<file path="src/mbbi_map.vh">
// constants for the banked memory bus interface
// assumes inclusion by bare name from the design files
`ifndef MBBI_MAP_VH
`define MBBI_MAP_VH
`define MBBI_REG_BANK 4'h0
`define MBBI_REG_CTRL 4'h1
`define MBBI_REG_STAT 4'h2
`define MBBI_BANK_RST 5'h00
`define MBBI_BANK_CS_BIT 4
`define MBBI_CTRL_SLEEP_BIT 0
`define MBBI_CTRL_RST 1'b0
`define MBBI_BANKED_TOP 2'b10
`define MBBI_ROOT_TOP 2'b11
`define MBBI_SLEEP_ADDR 16'hffff
`endif

</file>
<file path="src/mbbi_bank.v">
// bank translation and chip select decode, combinational
// assumes a 16-bit processor address and the bank register value
`timescale 1ns/1ps
`include "mbbi_map.vh"
module mbbi_bank (
    input wire [15:0] cpu_addr,
    input wire [4:0] bank_sel,
    input wire sleep_gate,
    output reg [3:0] ext_top,
    output reg use_secondary,
    output reg block_program
);
    always @*
    begin
        if (cpu_addr[15:14] == `MBBI_BANKED_TOP)
        begin
            ext_top = bank_sel[3:0];
            use_secondary = bank_sel[`MBBI_BANK_CS_BIT];
        end
        else
        begin
            ext_top = {`MBBI_ROOT_TOP, cpu_addr[15:14]};
            use_secondary = 1'b0;
        end
        block_program = sleep_gate && (cpu_addr == `MBBI_SLEEP_ADDR);
    end
endmodule

</file>
<file path="src/mbbi_sync.v">
// two flip-flop synchroniser, one instance covers all W bits
// assumes inputs come from pins outside sys_clk domain
`timescale 1ns/1ps
module mbbi_sync #(
    parameter W = 1
) (
    input wire sys_clk,
    input wire arst_n,
    input wire [W-1:0] d,
    output reg [W-1:0] q
);
    reg [W-1:0] meta_q;
    always @(posedge sys_clk or negedge arst_n)
    begin
        if (!arst_n)
        begin
            meta_q <= {W{1'b0}};
            q <= {W{1'b0}};
        end
        else
        begin
            meta_q <= d;
            q <= meta_q;
        end
    end
endmodule

</file>
<file path="src/mbbi_top.v">
// external parallel memory bus interface with bank extension
// assumes core bus signals on sys_clk; emulator pins asynchronous
//
// The address map and the strobed register port were chosen for this implementation.
`timescale 1ns/1ps
`include "mbbi_map.vh"
module mbbi_top (
    input wire sys_clk,
    input wire arst_n,
    input wire emulation_select,
    input wire core_valid,
    input wire core_rnw,
    input wire [15:0] core_addr,
    input wire [7:0] core_wdata,
    output reg [7:0] core_rdata,
    output reg [15:0] int_addr,
    output reg int_rnw,
    output reg [7:0] int_wdata,
    output reg int_valid,
    input wire [7:0] int_rdata,
    input wire address_latch_strobe,
    input wire [1:0] emulation_select_addr_hi,
    input wire [13:8] addr_hi_in,
    output reg [13:8] addr_hi_out,
    output reg addr_hi_oe,
    output reg [7:0] addr_lo,
    output reg [3:0] banked_addr,
    input wire [7:0] data_in,
    output reg [7:0] data_out,
    output reg data_oe,
    input wire rnw_in,
    output reg rnw_out,
    output reg rnw_oe,
    output reg program_memory_select_n,
    output reg secondary_memory_select_n,
    output reg read_strobe_n,
    output reg write_strobe_n,
    input wire [3:0] reg_addr,
    input wire [7:0] reg_wdata,
    input wire reg_wr,
    input wire reg_rd,
    output reg [7:0] reg_rdata
);
    wire emulation_select_s;
    wire as_s;
    wire rnw_s;
    wire [1:0] ahi2_s;
    wire [5:0] ahi_s;
    wire [7:0] d_s;
    reg [4:0] bank_q;
    reg sleep_q;
    reg [7:0] lat_q;
    reg emulation_select_p_q;
    wire [7:0] lo_addr;
    wire [15:0] bus_addr;
    wire bus_rnw;
    wire bus_valid;
    wire [3:0] top;
    wire sec;
    wire blk;
    reg [7:0] addr_lo_d;
    reg [5:0] addr_hi_d;
    reg [3:0] banked_d;
    reg [7:0] data_out_d;
    reg data_oe_d;
    reg drive_oe_d;
    reg rnw_out_d;
    reg prog_sel_n_d;
    reg sec_sel_n_d;
    reg rd_n_d;
    reg wr_n_d;
    reg [7:0] int_wdata_d;
    reg int_valid_d;
    reg [4:0] bank_d;
    reg sleep_d;
    reg [7:0] rdata_d;
    wire bank_wr;
    wire ctrl_wr;

    mbbi_sync #(.W(19)) u_sync (
        .sys_clk(sys_clk),
        .arst_n(arst_n),
        .d({emulation_select, address_latch_strobe, rnw_in, emulation_select_addr_hi, addr_hi_in,
            data_in}),
        .q({emulation_select_s, as_s, rnw_s, ahi2_s, ahi_s, d_s})
    );

    // transparent address latch, enable follows the strobe
    assign lo_addr = as_s ? d_s : lat_q;
    always @(posedge sys_clk or negedge arst_n)
    begin
        if (!arst_n)
            lat_q <= 8'h00;
        else if (as_s)
            lat_q <= d_s;
    end

    // internal bus source chosen by mode
    assign bus_addr = emulation_select_s ? {ahi2_s, ahi_s, lo_addr} : core_addr;
    assign bus_rnw = emulation_select_s ? rnw_s : core_rnw;
    assign bus_valid = emulation_select_s ? ~as_s : core_valid;

    mbbi_bank u_bank (
        .cpu_addr(bus_addr),
        .bank_sel(bank_q),
        .sleep_gate(sleep_q),
        .ext_top(top),
        .use_secondary(sec),
        .block_program(blk)
    );

    // register port decode
    assign bank_wr = reg_wr && (reg_addr == `MBBI_REG_BANK);
    assign ctrl_wr = reg_wr && (reg_addr == `MBBI_REG_CTRL);

    // bank register is write-only, its offset reads as zero
    always @*
    begin
        bank_d = bank_q;
        sleep_d = sleep_q;
        rdata_d = 8'h00;
        if (bank_wr)
            bank_d = reg_wdata[4:0];
        if (ctrl_wr)
            sleep_d = reg_wdata[`MBBI_CTRL_SLEEP_BIT];
        if (reg_rd)
        begin
            case (reg_addr)
                `MBBI_REG_CTRL: rdata_d = {7'h00, sleep_q};
                `MBBI_REG_STAT: rdata_d = {7'h00, emulation_select_s};
                default: rdata_d = 8'h00;
            endcase
        end
    end

    // bank and control registers
    always @(posedge sys_clk or negedge arst_n)
    begin
        if (!arst_n)
        begin
            bank_q <= `MBBI_BANK_RST;
            sleep_q <= `MBBI_CTRL_RST;
        end
        else
        begin
            bank_q <= bank_d;
            sleep_q <= sleep_d;
        end
    end

    // read data stand for one cycle after the read strobe
    always @(posedge sys_clk or negedge arst_n)
    begin
        if (!arst_n)
            reg_rdata <= 8'h00;
        else
            reg_rdata <= rdata_d;
    end

    // next values for pins and internal bus
    always @*
    begin
        addr_lo_d = bus_addr[7:0];
        addr_hi_d = bus_addr[13:8];
        banked_d = top;
        drive_oe_d = ~emulation_select_s;
        rnw_out_d = core_rnw;
        data_out_d = core_wdata;
        data_oe_d = 1'b0;
        int_wdata_d = core_wdata;
        if (emulation_select_s)
        begin
            data_out_d = int_rdata;
            int_wdata_d = d_s;
        end
        else
            data_oe_d = core_valid && !core_rnw;
        prog_sel_n_d = ~(bus_valid && !sec && !blk);
        sec_sel_n_d = ~(bus_valid && sec);
        rd_n_d = ~(bus_valid && bus_rnw);
        wr_n_d = ~(bus_valid && !bus_rnw);
        int_valid_d = bus_valid && (emulation_select_s == emulation_select_p_q);
    end

    // address pins
    always @(posedge sys_clk or negedge arst_n)
    begin
        if (!arst_n)
        begin
            addr_lo <= 8'h00;
            addr_hi_out <= 6'h00;
            addr_hi_oe <= 1'b0;
            banked_addr <= 4'h0;
        end
        else
        begin
            addr_lo <= addr_lo_d;
            addr_hi_out <= addr_hi_d;
            addr_hi_oe <= drive_oe_d;
            banked_addr <= banked_d;
        end
    end

    // data pins, driven only on normal-mode writes
    always @(posedge sys_clk or negedge arst_n)
    begin
        if (!arst_n)
        begin
            data_out <= 8'h00;
            data_oe <= 1'b0;
        end
        else
        begin
            data_out <= data_out_d;
            data_oe <= data_oe_d;
        end
    end

    // read-not-write pin
    always @(posedge sys_clk or negedge arst_n)
    begin
        if (!arst_n)
        begin
            rnw_out <= 1'b1;
            rnw_oe <= 1'b0;
        end
        else
        begin
            rnw_out <= rnw_out_d;
            rnw_oe <= drive_oe_d;
        end
    end

    // chip selects
    always @(posedge sys_clk or negedge arst_n)
    begin
        if (!arst_n)
        begin
            program_memory_select_n <= 1'b1;
            secondary_memory_select_n <= 1'b1;
        end
        else
        begin
            program_memory_select_n <= prog_sel_n_d;
            secondary_memory_select_n <= sec_sel_n_d;
        end
    end

    // read and write strobes
    always @(posedge sys_clk or negedge arst_n)
    begin
        if (!arst_n)
        begin
            read_strobe_n <= 1'b1;
            write_strobe_n <= 1'b1;
        end
        else
        begin
            read_strobe_n <= rd_n_d;
            write_strobe_n <= wr_n_d;
        end
    end

    // core read data taken from the data pins
    always @(posedge sys_clk or negedge arst_n)
    begin
        if (!arst_n)
            core_rdata <= 8'h00;
        else
            core_rdata <= data_in;
    end

    // internal bus address and direction
    always @(posedge sys_clk or negedge arst_n)
    begin
        if (!arst_n)
        begin
            int_addr <= 16'h0000;
            int_rnw <= 1'b1;
        end
        else
        begin
            int_addr <= bus_addr;
            int_rnw <= bus_rnw;
        end
    end

    // internal bus data and valid, valid held off while the mode changes
    always @(posedge sys_clk or negedge arst_n)
    begin
        if (!arst_n)
        begin
            int_wdata <= 8'h00;
            int_valid <= 1'b0;
        end
        else
        begin
            int_wdata <= int_wdata_d;
            int_valid <= int_valid_d;
        end
    end

    // previous mode, for the mode-change guard
    always @(posedge sys_clk or negedge arst_n)
    begin
        if (!arst_n)
            emulation_select_p_q <= 1'b0;
        else
            emulation_select_p_q <= emulation_select_s;
    end
endmodule

</file>
<file path="config.mk">
export PLATFORM = sky130hd
export DESIGN_NAME = mbbi_top
export DESIGN_NICKNAME = d
export VERILOG_FILES = /design/src/mbbi_bank.v /design/src/mbbi_sync.v /design/src/mbbi_top.v
export VERILOG_INCLUDE_DIRS = /design/src /design/src/src
export SDC_FILE = /design/constraint.sdc
export NUM_CORES = 1
export LEC_CHECK = 0
export BUFFER_PORTS_ARGS = -buffer_cell sky130_fd_sc_hd__clkbuf_2
export CAP_MARGIN = 0
export CORE_AREA = 10 10 129 72
export CTS_CLUSTER_DIAMETER = 200
export DETAILED_ROUTE_END_ITERATION = 7
export DIE_AREA = 0 0 139 82
export GPL_TIMING_DRIVEN = 0
export PLACE_DENSITY = 0.88
export REMOVE_ABC_BUFFERS = 1
export SLEW_MARGIN = 10
export SYNTH_ARGS = -nofsm -noshare
export SYNTH_HDL_FRONTEND = slang
export SYNTH_SLANG_ARGS = --single-unit
</file>
<file path="constraint.sdc">
create_clock -name sys_clk -period 2.57 [get_ports sys_clk]
set_clock_uncertainty 0.15 [all_clocks]
set_input_delay 0.771 -clock sys_clk [delete_from_list [all_inputs] [get_ports sys_clk]]
set_output_delay 0.771 -clock sys_clk [all_outputs]
set_load 0.05 [all_outputs]
</file>
==> results.py <==
metrics = {
    "clock_network": {
        "cts_setup_buffers": 0,
        "clk_pin_slew_worst_paths_ps": 70,
        "htreeDepth": 3,
        "cts.sinks": 99,
        "cts_tree": "built",
        "numCtsBuffers": 9,
        "clock_latency_ps": 330,
        "root_buffer": "clkbuf_16",
        "clk_path_buf_depth": 2,
    },
    "flow_run": {
        "drv_cap": 0,
    },
    "route": {
        "via_per_inst": 4.64,
        "drc_errors": 0,
        "antenna_left": 0,
        "dr.pass1.iters": 4,
        "vias": 2232,
        "drt-total-wl_um": 8280,
        "drt-initial-drc-count": 104,
        "wl_per_cell_um": 17.2,
    },
    "worst_setup_path": {
        "required_ps": 2670,
        "endpoint_kind": "flop",
        "critical_path_class": "flop to flop",
        "crit_arrival_ps": 2480,
        "crit_fanout": 44,
        "cp-start-kind": "flop",
    },
    "timing": {
        "postLayoutSetupSlackWorst_ps": 193,
        "finalCriticalPeriod_ps": 2380,
        "tightestPinTransition_ps": 768,
        "drv_slew": 0,
        "rsz0062_at_grt": "false",
        "setup_viol": 0,
        "fmax_mhz": 421,
        "slew_headroom_pct": 48.7,
        "hold_viol_final": 0,
        "fin_crit_sh_pct": 92.5,
        "finalSetupTns_ps": 0,
    },
    "placement": {
        "post-place-ws_ps": 69.3,
        "hpwl_um": 6300,
        "port_buffers": 134,
        "place_congestion": 0.830,
    },
    "worst_hold_path": {
        "hold_class": "flop to flop",
    },
    "logic_synthesis": {
        "synth_cell_type_count": 29,
        "synthFlopType": "dfrtp_1",
        "async_flop_share_pct": 100,
        "synth-edff-count": 0,
        "syn_avg_cell_area_um2": 13.3,
        "yosys_warnings": 0,
        "yosysTopAreaCellShare_pct": 65.7,
        "syn_inst": 266,
        "synthTopCellsByArea": "dfrtp_1, buf_4, nand2_1",
        "ys_ff_latch": 99,
        "synth_top_cell_by_area": "dfrtp_1",
        "synth_seq_area_share_pct": 70.2,
        "synth_area_mm2": 0.00354,
    },
    "global_routing": {
        "track_usage_pct": 14.3,
        "grt_pass1_wl_um": 12800,
        "gr-total-overflow": 0,
        "antenna_found_initial": 0,
        "grt_pass1_vias": 2376,
        "grt_max_degree": 52,
    },
    "cells_and_area": {
        "layout.nets": 449,
        "area_growth_pct": 26.3,
        "drive_gt1_share_pct": 46.0,
        "diodes": 0,
        "mostFrequentLayoutCell": "clkbuf_2",
        "final_cell_mix": "clkbuf_2, dfrtp_1, nand2_1, nor2_1, mux2_1",
    },
    "power": {
        "p_leak_nw": 2.31,
        "power.density_mw_per_mm2": 884,
        "vdd_ir_drop_max_mv": 0.417,
    },
    "floorplanning": {
        "rows": 22,
        "start_util_pct": 49.8,
        "die_h_um": 82,
        "core_area_mm2": 0.00710,
        "die_w_um": 139,
        "io_pins": 145,
        "die_area_mm2": 0.0114,
    },
    "status": {
        "outcome": "complete, no violations",
    },
}
-- repair_timing --
item                       in CTS  in global routing
resized for setup               0                  1
hold buffers                    0                  0
setup endpoints to repair       0                  1
-- per-stage QoR --
stage	std cells	power [mW]	util [%]	hold WS, ps	instance area [µm²]
floorplan	234	2.20	-	181	3290
global placement	464	2.40	57.4	181	4080
detailed placement	465	2.43	57.8	185	4110
CTS	481	4.00	62.9	198	4470
global route	481	4.11	62.9	205	4470
finish	481	3.95	62.9	197	4470
-- cells in the mapped netlist, types with 2 or more instances --
cell       n
and3_1     2
buf_2      5
nor2_2     6
nand3_1    5
nor2_4     2
mux2_4     6
mux2_2     3
nand4_1    2
inv_1      3
mux2_1    12
a21o_1     2
nor2b_1    2
nor2_1    19
buf_4     32
nand2_1   49
nand2b_1   3
dfrtp_1   93
o21ai_1    2
dfstp_2    6
o22ai_1    2
o21ai_0    2
-- worst paths after layout --
path	endpoint	slack, ps	startpoint	depth (start not counted)
setup / recovery	program_memory_select_n$_DFF_PN1_	190	u_sync.q[18]$_DFF_PN0_	5
hold / removal	u_sync.q[16]$_DFF_PN0_	200	u_sync.meta_q[16]$_DFF_PN0_	0
setup reg to reg	program_memory_select_n$_DFF_PN1_	190	u_sync.q[18]$_DFF_PN0_	5
hold reg to reg	u_sync.q[16]$_DFF_PN0_	200	u_sync.meta_q[16]$_DFF_PN0_	0
max in group asynchronous	program_memory_select_n$_DFF_PN1_	1210	arst_n	2
min in group asynchronous	u_sync.q[16]$_DFF_PN0_	350	arst_n	1
-- flip-flops by register name, indices dropped and copies added (netlist names), 4 cells and up --
signal,cells
u_sync.q,19
int_wdata,8
data_out,8
bank_q,5
banked_addr,4
lat_q,8
u_sync.meta_q,19
int_addr,16
-- routing by layer --
layer	GRT usage, %	vias to the layer above	routed length [µm]
met3	7.20	2	803
met5	0	-	0
met1	17.1	1090	3580
li1	-	1042	-
met4	2.80	0	11
met2	23.3	98	3890
-- layout make-up --
cell class / count / area [µm²]
Multi-Input combinational cell: 132 / 790
Sequential cell: 99 / 2490
Clock inverter: 5 / 108
Inverter: 3 / 11.3
Tap cell: 96 / 120
Fill cell: 553 / 2630
Timing Repair Buffer: 135 / 701
Clock buffer: 11 / 253
-- where the power goes --
part	internal, mW	total, mW	switching [mW]
logic	0.162	0.640	0.479
registers	1.68	1.75	0.0670
clock network	1.01	1.56	0.551
-- worst max-delay path: stages, from the launching register on --
cell and delay, ps:
dfrtp_4 680, inv_1 650, nand2_1 220, o21ai_1 250
a21boi_1 250, o31ai_2 90
-- kinds of logic after synthesis --
family,Yosys count,share of synthesized area [%]
buffers and inverters,41,8.13
flip-flops,99,70.2
other,1,0.106
AO/OA/AOI/OAI,12,2.44
multiplexers,21,7.32
AND/OR/NAND/NOR,92,11.8
Power figures use the tool's default switching activity.
